[src/hw/msc_pkg.sv]
package msc_pkg;
  // ************************************************************
  // Register map
  // ************************************************************
  localparam logic [7:0] MSC_OFF_CTRL     = 8'h00;
  localparam logic [7:0] MSC_OFF_STATUS   = 8'h04;
  localparam logic [7:0] MSC_OFF_IRQ_STAT = 8'h08;
  localparam logic [7:0] MSC_OFF_IRQ_MASK = 8'h0C;
  // Control fields
  localparam int MSC_CTRL_REDUN_BIT   = 0;
  localparam int MSC_CTRL_STANDBY_BIT = 1;
  localparam int MSC_CTRL_LOCALON_BIT = 2;
  localparam logic [2:0] MSC_CTRL_RST = 3'h0;
  // Status fields
  localparam int MSC_ST_SEL_BIT   = 0;
  localparam int MSC_ST_RELAY_BIT = 1;
  localparam int MSC_ST_PEER_BIT  = 2;
  localparam int MSC_ST_OWN_BIT   = 3;
  localparam int MSC_ST_RCS_LSB   = 4;
  // Event bits
  localparam int MSC_EV_FAIL_BIT  = 0;
  localparam int MSC_EV_RECOV_BIT = 1;
  localparam int MSC_EV_SEL_BIT   = 2;
  localparam int MSC_EV_N         = 3;
  localparam logic [MSC_EV_N-1:0] MSC_EV_RST = 3'h0;
  // Glitch filter terminal count; a change must persist eight clock cycles
  localparam logic [2:0] MSC_FILT_MAX = 3'h7;
  // AXI responses
  localparam logic [1:0] MSC_RESP_OKAY   = 2'h0;
  localparam logic [1:0] MSC_RESP_SLVERR = 2'h2;

  // Redundant-control status code
  typedef enum logic [1:0] {
    MSC_RCS_OFF = 2'h0,
    MSC_RCS_ON  = 2'h1,
    MSC_RCS_NA  = 2'h2
  } msc_rcs_e;

  // Shared operating signals
  typedef struct packed {
    logic [15:0] transmit_audio;
    logic [15:0] receive_audio;
    logic        ptt;
    logic        call;
  } msc_ops_s;
  localparam msc_ops_s MSC_OPS_RST = '0;
endpackage

[src/hw/msc_top.sv]
// Summary of operation
// - After reset or with no failure the main unit holds the antenna.
// - Health output is zero when healthy; any nonzero peer health means failure.
// - Standby switches relay to itself when peer health goes nonzero.
// - Standby switches relay back to main when peer health returns to zero.
// - A failed standby keeps its relay command at rest contact.
// - Selection indicator lit only while this unit is selected.
// - Shared audio, PTT and call acted on only by the selected unit.
// - With redundancy enabled, on/off control follows redundancy, not local control.
// - Status ON on selected unit, OFF on the other, swapping on main failure.
// - With redundancy disabled the status reads not-applicable.
// - Only standby drives relay; normally common contact rests on main.
`timescale 1ns/100ps
`default_nettype none
module msc_top (
  // Clock and reset
  input  wire logic            clock,
  input  wire logic            rstn,
  // AXI4-Lite write
  input  wire logic [7:0]      s_awaddr,
  input  wire logic            s_awvalid,
  output var  logic            s_awready,
  input  wire logic [31:0]     s_wdata,
  input  wire logic [3:0]      s_wstrb,
  input  wire logic            s_wvalid,
  output var  logic            s_wready,
  output var  logic [1:0]      s_bresp,
  output var  logic            s_bvalid,
  input  wire logic            s_bready,
  // AXI4-Lite read
  input  wire logic [7:0]      s_araddr,
  input  wire logic            s_arvalid,
  output var  logic            s_arready,
  output var  logic [31:0]     s_rdata,
  output var  logic [1:0]      s_rresp,
  output var  logic            s_rvalid,
  input  wire logic            s_rready,
  // Health link to peer
  input  wire logic            own_fault,
  input  wire logic            peer_health_in,
  output var  logic            own_health_out,
  // Relay, indicator, radio control
  output var  logic            relay_cmd,
  output var  logic            status_led,
  output var  logic            radio_on,
  output var  logic [1:0]      redun_status,
  // Shared operating signals
  input  wire msc_pkg::msc_ops_s ops_in,
  output var  msc_pkg::msc_ops_s ops_out,
  // Interrupt
  output var  logic            irq
);
  import msc_pkg::*;

  // ************************************************************
  // Reset release
  // ************************************************************
  logic [1:0] rst_sync_q;
  logic       rst_n;
  // Two stages so release is clean against the clock
  always_ff @(posedge clock or negedge rstn) begin
    if (!rstn) begin
      rst_sync_q <= 2'h0;
    end else begin
      rst_sync_q <= {rst_sync_q[0], 1'b1};
    end
  end
  assign rst_n = rst_sync_q[1];

  // ************************************************************
  // Registers and bus
  // ************************************************************
  logic [2:0]          ctrl_q;
  logic [MSC_EV_N-1:0] ev_q;
  logic [MSC_EV_N-1:0] mask_q;
  logic [MSC_EV_N-1:0] ev_set;
  logic [7:0]          awaddr_q;
  logic [31:0]         wdata_q;
  logic [3:0]          wstrb_q;
  logic                aw_have_q;
  logic                w_have_q;
  logic                wr_go;
  logic [31:0]         rd_word;
  logic                rd_hit;
  logic                redun_en;
  logic                is_standby;
  logic                sel_q;
  logic                peer_fail_q;
  logic                relay_q;
  logic                own_fault_q;
  msc_rcs_e            rcs_q;

  assign redun_en   = ctrl_q[MSC_CTRL_REDUN_BIT];
  assign is_standby = ctrl_q[MSC_CTRL_STANDBY_BIT];
  assign wr_go      = aw_have_q && w_have_q && !s_bvalid;

  // Address and data captured independently, in either order
  always_ff @(posedge clock or negedge rst_n) begin
    if (!rst_n) begin
      aw_have_q <= 1'b0;
      w_have_q  <= 1'b0;
      awaddr_q  <= 8'h00;
      wdata_q   <= 32'h0;
      wstrb_q   <= 4'h0;
      s_awready <= 1'b0;
      s_wready  <= 1'b0;
    end else begin
      s_awready <= !aw_have_q && !s_awready && !s_awvalid ? 1'b1 : !aw_have_q && !s_awready;
      s_wready  <= !w_have_q && !s_wready;
      if (s_awvalid && s_awready) begin
        aw_have_q <= 1'b1;
        awaddr_q  <= s_awaddr;
        s_awready <= 1'b0;
      end
      if (s_wvalid && s_wready) begin
        w_have_q <= 1'b1;
        wdata_q  <= s_wdata;
        // Strobe is only valid with wvalid, so keep it with the data
        wstrb_q  <= s_wstrb;
        s_wready <= 1'b0;
      end
      if (wr_go) begin
        aw_have_q <= 1'b0;
        w_have_q  <= 1'b0;
      end
    end
  end

  // Write response one cycle after both halves are held
  always_ff @(posedge clock or negedge rst_n) begin
    if (!rst_n) begin
      s_bvalid <= 1'b0;
      s_bresp  <= MSC_RESP_OKAY;
    end else if (wr_go) begin
      s_bvalid <= 1'b1;
      s_bresp  <= (awaddr_q == MSC_OFF_CTRL || awaddr_q == MSC_OFF_IRQ_STAT ||
                   awaddr_q == MSC_OFF_IRQ_MASK) ? MSC_RESP_OKAY : MSC_RESP_SLVERR;
    end else if (s_bready) begin
      s_bvalid <= 1'b0;
    end
  end

  // Control and mask; byte lane 0 carries every writable bit
  always_ff @(posedge clock or negedge rst_n) begin
    if (!rst_n) begin
      ctrl_q <= MSC_CTRL_RST;
      mask_q <= MSC_EV_RST;
    end else if (wr_go && wstrb_q[0]) begin
      if (awaddr_q == MSC_OFF_CTRL) begin
        ctrl_q <= wdata_q[2:0];
      end
      if (awaddr_q == MSC_OFF_IRQ_MASK) begin
        mask_q <= wdata_q[MSC_EV_N-1:0];
      end
    end
  end

  // Sticky events, write one to clear; a new event beats the clear
  always_ff @(posedge clock or negedge rst_n) begin
    if (!rst_n) begin
      ev_q <= MSC_EV_RST;
    end else if (wr_go && wstrb_q[0] && awaddr_q == MSC_OFF_IRQ_STAT) begin
      ev_q <= (ev_q & ~wdata_q[MSC_EV_N-1:0]) | ev_set;
    end else begin
      ev_q <= ev_q | ev_set;
    end
  end

  // Interrupt level from unmasked sticky bits
  always_ff @(posedge clock or negedge rst_n) begin
    if (!rst_n) begin
      irq <= 1'b0;
    end else begin
      irq <= |(ev_q & mask_q);
    end
  end

  // Read mux; unmapped offsets answer SLVERR with zero data
  always_comb begin
    rd_word = 32'h0;
    rd_hit  = 1'b1;
    case (s_araddr)
      MSC_OFF_CTRL:     rd_word[2:0] = ctrl_q;
      MSC_OFF_STATUS: begin
        rd_word[MSC_ST_SEL_BIT]   = sel_q;
        rd_word[MSC_ST_RELAY_BIT] = relay_q;
        rd_word[MSC_ST_PEER_BIT]  = peer_fail_q;
        rd_word[MSC_ST_OWN_BIT]   = own_fault_q;
        rd_word[MSC_ST_RCS_LSB+:2] = rcs_q;
      end
      MSC_OFF_IRQ_STAT: rd_word[MSC_EV_N-1:0] = ev_q;
      MSC_OFF_IRQ_MASK: rd_word[MSC_EV_N-1:0] = mask_q;
      default:          rd_hit = 1'b0;
    endcase
  end

  // One read at a time, data one cycle after the address
  always_ff @(posedge clock or negedge rst_n) begin
    if (!rst_n) begin
      s_arready <= 1'b0;
      s_rvalid  <= 1'b0;
      s_rdata   <= 32'h0;
      s_rresp   <= MSC_RESP_OKAY;
    end else begin
      s_arready <= !s_rvalid && !s_arready;
      if (s_arvalid && s_arready) begin
        s_arready <= 1'b0;
        s_rvalid  <= 1'b1;
        s_rdata   <= rd_word;
        s_rresp   <= rd_hit ? MSC_RESP_OKAY : MSC_RESP_SLVERR;
      end else if (s_rvalid && s_rready) begin
        s_rvalid <= 1'b0;
      end
    end
  end

  // ************************************************************
  // Peer health conditioning
  // ************************************************************
  logic [1:0] peer_sync_q;
  logic [2:0] filt_cnt_q;
  always_ff @(posedge clock or negedge rst_n) begin
    if (!rst_n) begin
      peer_sync_q <= 2'h0;
    end else begin
      peer_sync_q <= {peer_sync_q[0], peer_health_in};
    end
  end

  // glitch filter; a change must persist before it is believed
  // any nonzero level counts as failure
  always_ff @(posedge clock or negedge rst_n) begin
    if (!rst_n) begin
      filt_cnt_q  <= 3'h0;
      peer_fail_q <= 1'b0;
    end else if (peer_sync_q[1] == peer_fail_q) begin
      filt_cnt_q <= 3'h0;
    end else if (filt_cnt_q == MSC_FILT_MAX) begin
      filt_cnt_q  <= 3'h0;
      peer_fail_q <= peer_sync_q[1];
    end else begin
      filt_cnt_q <= filt_cnt_q + 3'h1;
    end
  end

  // ************************************************************
  // Changeover decision
  // ************************************************************
  logic sel_d;
  // in redundancy main rests selected, standby only via its relay; without it local control selects
  always_comb begin
    if (!redun_en) begin
      sel_d = ctrl_q[MSC_CTRL_LOCALON_BIT];
    end else if (is_standby) begin
      sel_d = peer_fail_q && !own_fault;
    end else begin
      sel_d = !own_fault || peer_fail_q;
    end
  end

  assign ev_set[MSC_EV_FAIL_BIT]  = (peer_sync_q[1] != peer_fail_q) && peer_sync_q[1] &&
                                    (filt_cnt_q == MSC_FILT_MAX);
  assign ev_set[MSC_EV_RECOV_BIT] = (peer_sync_q[1] != peer_fail_q) && !peer_sync_q[1] &&
                                    (filt_cnt_q == MSC_FILT_MAX);
  assign ev_set[MSC_EV_SEL_BIT]   = sel_d != sel_q;

  // only a healthy standby in redundancy moves the relay
  always_ff @(posedge clock or negedge rst_n) begin
    if (!rst_n) begin
      relay_q        <= 1'b0;
      own_fault_q    <= 1'b0;
      own_health_out <= 1'b0;
    end else begin
      relay_q        <= redun_en && is_standby && peer_fail_q && !own_fault;
      own_fault_q    <= own_fault;
      // zero on the link means proper operation
      own_health_out <= own_fault;
    end
  end
  assign relay_cmd = relay_q;

  // indicator, on/off override and status code
  always_ff @(posedge clock or negedge rst_n) begin
    if (!rst_n) begin
      sel_q        <= 1'b0;
      status_led   <= 1'b0;
      radio_on     <= 1'b0;
      rcs_q        <= MSC_RCS_NA;
      redun_status <= MSC_RCS_NA;
    end else begin
      sel_q        <= sel_d;
      status_led   <= sel_d;
      radio_on     <= redun_en ? sel_d : ctrl_q[MSC_CTRL_LOCALON_BIT];
      rcs_q        <= !redun_en ? MSC_RCS_NA : (sel_d ? MSC_RCS_ON : MSC_RCS_OFF);
      redun_status <= !redun_en ? MSC_RCS_NA : (sel_d ? MSC_RCS_ON : MSC_RCS_OFF);
    end
  end

  // shared signals pass only on the selected unit
  always_ff @(posedge clock or negedge rst_n) begin
    if (!rst_n) begin
      ops_out <= MSC_OPS_RST;
    end else begin
      ops_out <= sel_d ? ops_in : MSC_OPS_RST;
    end
  end
endmodule
`default_nettype wire

[config.mk]
export PLATFORM = sky130hd
export DESIGN_NAME = msc_top
export DESIGN_NICKNAME = d
export VERILOG_FILES = /design/src/hw/msc_pkg.sv /design/src/hw/msc_top.sv
export SDC_FILE = /design/constraint.sdc
export NUM_CORES = 1
export LEC_CHECK = 0
export BUFFER_PORTS_ARGS = -buffer_cell sky130_fd_sc_hd__buf_2
export CORE_MARGIN = 2
export CORE_UTILIZATION = 45
export CTS_CLUSTER_DIAMETER = 150
export CTS_CLUSTER_SIZE = 8
export DETAILED_ROUTE_END_ITERATION = 16
export PLACE_DENSITY = 0.76
export SYNTH_ARGS = -nofsm -noshare
export SYNTH_HDL_FRONTEND = slang
export SYNTH_SLANG_ARGS = --single-unit
[constraint.sdc]
create_clock -name clock -period 3.2 [get_ports clock]
set_clock_uncertainty 0.05 [all_clocks]
set_input_delay 0.64 -clock clock [delete_from_list [all_inputs] [get_ports clock]]
set_output_delay 0.64 -clock clock [all_outputs]
set_load 0.01 [all_outputs]
==> flow_summary_export.csv, run 1 <==
group,metric,value,unit
die,die-area,8130,um^2
routing,viasPerCell,4.56,
routing,vias,2183,
synth,ys.warnings.count,0,
die,core_area,7210,um^2
critical_path,crit_path_end,"ev_q[0]",
clocking,insertion_delay,330,ps
routing,final_antenna_net_count,0,
timing,min_period_over_period,59.4,%
finish,area_growth,24.4,%
global_routing,grtUsageMet3,5.11,%
synth,async_flop_share,100,%
placed_design,hpwl,4.50,mm
timing,slew_headroom,33.2,%
timing,worst_pin_slew,1000,ps
status,outcome,"completed",
synth,postSynthCellCount,255,
timing,hold_viol,0,
finish,nets,475,
placed_design,dp_worst_setup_slack,1270,ps
clocking,cts_buffer_depth,2,
timing,slew_violations,0,
placed_design,gp_congestion,0.709,
global_routing,busiest_layer,"met2",
critical_path,cp_max_fo,5,
routing,drt-pass1-iter-count,4,
timing,final.setup.tns,0,ps
timing,setup_viol,0,
routing,wl_per_cell,12.9,um
synth,synth.avg_cell_area,13.1,um^2
clocking,htreeDepth,3,
global_routing,gr-total-overflow,0,
pwr,cellPowerDensity,684,nW/um^2
finish,diodes,0,
placed_design,port_buffers,116,
clocking,cts_tree,"done",
critical_path,worstPathArrival,2060,ps
routing,drc,0,
timing,fin_crit,1900,ps
finish,fill_cells,633,
finish,finish.utilization,57.6,%
clocking,cts_resized,0,
die,io_pins,177,
critical_path,r2r_slack,1300,ps
global_routing,grtUsageMet2,25.8,%
critical_path,start_kind,"register",
routing,drt-total-wl,6.18,mm
global_routing,grt_use_total,15.6,%
critical_path,cpMaxStageDelayCell,"or4_1",
global_routing,grt_pass1_wl,10.2,mm
critical_path,cp_data_required_time,3360,ps
synth,synth_edf_count,0,
global_routing,use_met1,19.8,%
clocking,numClockSinks,84,
clocking,cts_inserted_buffers,9,
finish,drive_gt1_share,42.4,%
critical_path,r2r_end,"ev_q[0]",
die,fp.dieW,90.2,um
critical_path,r2r_start,"awaddr_q[5]",
die,fp-row-count,31,
pwr,peakVddDrop,0.411,mV
die,die_h,90.2,um
pwr,power.leakage,0.00224,uW
job,cap_violations,0,
finish,regArea,2110,um^2
clocking,hold_buffers,0,
clocking,cts_root_buf,"clkbuf_8",
finish,multi_input_area,1080,um^2
synth,synthFlopType,"dfrtp_1",
synth,ys_ff_latch,84,
die,start_util,46.3,%
routing,first_iter_violations,79,
timing,rsz0062_at_grt,"false",
clocking,cts.clk_slew.worst_paths,80,ps
synth,ys_seq_area_share,63.0,%
timing,layout_setup_ws,1300,ps
synth,syn_area,3340,um^2
critical_path,rr_worst_depth,4,
global_routing,grt_max_degree,83,
hold_path,hold_class,"in2async",
global_routing,grt_pass1_vias,2206,
clocking,post-cts-setup-buffer-count,0,
synth,synth_cell_types,36,
critical_path,slowest_delay,580,ps
global_routing,antenna_found_initial,0,
critical_path,critical_path_class,"reg2reg",
critical_path,startpoint,"awaddr_q[5]",
timing,max_freq,526,MHz
critical_path,cp_cell_sequence,"nor4_2, nand2_2, or4_1, a221o_1",
critical_path,critPathCaptureType,"register",
timing,finalHoldWorstSlack,30.5,ps
## cell families after synthesis
group	after synthesis	share of synthesized area, %
buf+inv	41	7.87
compound gates	23	4.68
mux	22	8.76
flops	84	63.0
other cells	2	0.225
fa+ha+maj	4	1.50
simple gates	79	14.0
## worst min-delay path by stage
stage / endpoint / slack (ps) / depth (start not counted)
2_1_floorplan: peer_sync_q[1] / 280 / 0
3_3_place_gp: peer_sync_q[1] / 290 / 0
3_5_place_dp: peer_sync_q[1] / 290 / 0
4_1_cts: rst_sync_q[1] / 10 / 1
5_1_grt: rst_sync_q[1] / 5 / 1
6_report: rst_sync_q[1] / 30 / 1
## power by group
group | switching (uW) | internal (uW) | leakage (uW) | total [uW]
clock network | 349 | 533 | 0.000122 | 883
logic | 263 | 267 | 0.00102 | 529
registers | 168 | 1260 | 0.00109 | 1430
## per-stage QoR
| step | power (uW) | cell area [um^2] | std cells |
|---|---|---|---|
| after global placement | 1960 | 3920 | 464 |
| final | 2840 | 4160 | 479 |
| after CTS | 2880 | 4160 | 479 |
| after floorplan | 1800 | 3440 | 282 |
| after detailed placement | 1990 | 3920 | 464 |
| after global routing | 3020 | 4160 | 479 |
## layout make-up
type	instances	area share, %
multi-input combinational	157	25.9
inverter	8	0.723
clock inverter	5	2.41
sequential	84	50.7
clock buffer	10	3.31
tap	99	2.98
timing repair buffer	116	14.0
## worst max-delay path, delay by kind of cell (launching register included)
kind | cells | cell delay (ps)
AOI/OAI and AO/OA | 1 | 320
DFF | 1 | 390
and+or+nand+nor | 3 | 1020
## layout by cell type, fill, tap and decap left out, types with 2 or more instances in the layout
master and n:
buf_2 116, dfrtp_1 82, and2_1 34, conb_1 29
mux2_2 16, nor2_1 11, nand2_1 11, clkbuf_8 10
inv_1 8, o21ai_0 8, a21oi_1 5, nor2b_1 4
nand3_1 4, ha_1 4, mux2_4 3, mux4_2 3
a22o_1 3, bufinv_16 3, nand2b_1 2, nor3b_1 2
nor4_2 2, a221o_1 2, clkinv_2 2
## synth_stat cells (all sizes together), types with 2 or more instances
cell type | number | area, um^2
a21oi | 5 | 25.0
a221o | 2 | 20.0
a22o | 3 | 26.3
and2 | 34 | 213
buf | 29 | 218
clkbuf | 4 | 15.0
conb | 2 | 7.51
dfrtp | 83 | 2080
ha | 4 | 50.1
inv | 8 | 30.0
mux2 | 19 | 225
mux4 | 3 | 67.6
nand2 | 12 | 47.6
nand2b | 2 | 12.5
nand3 | 5 | 37.5
nor2 | 11 | 41.3
nor2b | 4 | 25.0
nor3b | 2 | 15.0
nor4 | 3 | 31.3
o21ai | 8 | 40.0
or4 | 2 | 18.8
## routing by layer
layer | up-vias | wire length [um]
met5 | - | 0
met4 | 0 | 55
met3 | 7 | 535
met2 | 104 | 3000
met1 | 1033 | 2580
li1 | 1039 | -
## state kept, by name, summed over array words and instances (netlist names), 2 cells and up
signal / count
ctrl_q: 3
mask_q: 3
ops_out: 34
wdata_q: 3
rcs_q: 2
s_rdata: 6
rst_sync_q: 2
ev_q: 3
peer_sync_q: 2
awaddr_q: 8
filt_cnt_q: 3
(Power assumes the default switching activity.)
==> run 2: changes to the inputs <==
clock period = 1.75 ns   (was 3.2 ns; I/O delays follow)
==> run 2 against run 1 <==
Via count up 2.0%. Maximum frequency grew 7.2%. The run now ends with negative setup slack left. Largest power group unchanged. Worst hold slack gained 37 ps. Largest cell class unchanged. Power increased by 68%.
==> flow_summary_export.csv, run 2 (synthesis results as in run 1) <==
group,metric,value,unit
routing,vias,2226,
critical_path,r2r_start,"awaddr_q[5]",
clocking,cts_tree,"done",
die,io_pins,177,
timing,max_freq,564,MHz
hold_path,min_to,"peer_sync_q[0]",
global_routing,antenna_found_initial,0,
clocking,cts_root_buf,"clkbuf_8",
finish,area_growth,24.6,%
placed_design,dp.cells,469,
clocking,cts.clk_slew.worst_paths,80,ps
clocking,numClockSinks,84,
die,die-area,8130,um^2
routing,highest_layer,"met4",
finish,nets,481,
status,outcome,"complete, but fails checks",
die,fp-row-count,31,
hold_path,whs_path_depth,1,
timing,final.setup.tns,-55.8,ps
critical_path,critical_path_class,"reg2reg",
routing,drc,0,
hold_path,hold_class,"in2reg",
timing,slew_violations,0,
critical_path,cp_max_fo,5,
job,cap_violations,0,
critical_path,cpMaxStageDelayCell,"or4_4",
clocking,htreeDepth,3,
finish,drive_gt1_share,43.2,%
timing,min_period_over_period,101,%
timing,finalHoldWorstSlack,67.4,ps
pwr,total_power,4770,uW
finish,diodes,0,
critical_path,rr_worst_depth,4,
critical_path,r2r_end,"ctrl_q[0]",
timing,rsz0062_at_grt,"true",
global_routing,grt_pass1_vias,2190,
routing,drt-total-wl,6.09,mm
pwr,power.leakage,0.00223,uW
critical_path,start_kind,"register",
finish,regMostFlops,"ops_out",
pwr,cellPowerDensity,1150,nW/um^2
die,core_area,7210,um^2
die,fp.dieW,90.2,um
routing,wl_met1,2.42,mm
finish,final_cells,486,
routing,first_iter_violations,59,
timing,setup_viol,3,
finish,largest_reg_flops,34,
routing,dr_wl_met3,495,um
status,violations,"negative setup slack",
finish,postLayoutCellArea,4160,um^2
global_routing,grt_pass1_wl,10.3,mm
routing,final_antenna_net_count,0,
global_routing,grt_use_total,15.7,%
finish,final_cell_mix,"buf_2 (116), dfrtp_1 (82), and2_1 (34), conb_1 (29), mux2_2 (13)",
critical_path,r2r_slack,-20,ps
critical_path,cp_data_required_time,1920,ps
die,start_util,46.3,%
timing,hold_viol,0,
routing,wl_met2,3.09,mm
critical_path,critPathBufInv,0,
routing,drt-pass1-iter-count,4,
routing,wl_per_cell,12.5,um
global_routing,grt_max_degree,36,
timing,layout_setup_ws,-22.1,ps
critical_path,cpLargestDelayFamily,"simple AND/OR/NAND/NOR gates",
global_routing,gr-total-overflow,0,
finish,largest_registers,"ops_out (34), awaddr_q (8), s_rdata (6)",
clocking,insertion_delay,340,ps
critical_path,slowest_delay,480,ps
placed_design,port_buffers,116,
die,die_h,90.2,um
timing,fin_crit,1770,ps
finish,fill_cells,626,
placed_design,dpl_cell_area,3970,um^2
pwr,peakVddDrop,0.743,mV
finish,layout_commonest_cell,"buf_2",
clocking,cts_buffer_depth,2,
placed_design,hpwl,4.59,mm
critical_path,worstPathArrival,1940,ps
placed_design,gp_congestion,0.761,
critical_path,cp_cell_sequence,"nor4_2, nand2_2, or4_4, mux2_4",
hold_path,min-delay-start,"peer_health_in",
routing,viasPerCell,4.58,
critical_path,critPathCaptureType,"register",
clocking,cts_inserted_buffers,9,
==> run 2: repair_timing <==
item	in CTS	in global routing
hold endpoints to repair	2	0
setup buffers	0	0
endpoints found under the setup margin	9	9
hold buffers	1	0
resized for setup	4	0
pin swaps	3	2
==> run 2: metal layers <==
| layer | up-vias | GRT usage, % |
|---|---|---|
| li1 | 1049 | - |
| met4 | 0 | 5.00 |
| met1 | 1065 | 20.0 |
| met3 | 9 | 4.36 |
| met5 | - | 0 |
| met2 | 103 | 26.1 |
==> run 2: layout make-up <==
class | instances | area, um^2 | area share (%)
clock buffers | 10 | 128 | 3.07
clock inverters | 6 | 41.3 | 0.992
inverters | 8 | 30.0 | 0.722
multi-input cells | 157 | 1090 | 26.2
flip-flops and latches | 84 | 2110 | 50.6
well taps | 99 | 124 | 2.98
repair buffers | 122 | 641 | 15.4
==> run 2: stage by stage <==
step	utilization [%]	setup WS, ps
4_1_cts	57.7	-47.7
3_5_place_dp	55.0	-80.6
6_report	57.7	-22.1
5_1_grt	57.7	-133
2_1_floorplan	-	8.71
3_3_place_gp	55.0	-55.2
==> run 2: worst reg2reg max path, cell delays in order (launching register included) <==
cell     delay [ps]
dfrtp_1         390
nor4_2          290
nand2_2         140
or4_4           480
mux2_4          320
==> run 2: worst max-delay path by stage <==
stage / startpoint / end / slack (ps) / cells past startpoint
after detailed placement: awaddr_q[5] / ev_q[1] / -80 / 4
after CTS: awaddr_q[6] / ctrl_q[0] / -50 / 4
after global routing: awaddr_q[5] / ctrl_q[0] / -130 / 4
final: awaddr_q[5] / ctrl_q[0] / -20 / 4
after floorplan: awaddr_q[5] / ev_q[0] / 9 / 4
after global placement: awaddr_q[5] / ev_q[1] / -60 / 4
==> run 2: power by group <==
group	total (uW)	internal, uW	switching (uW)	leakage, uW
Sequential	2600	2310	290	0.00109
Clock	1170	512	654	0.0000783
Combinational	1010	505	502	0.00106
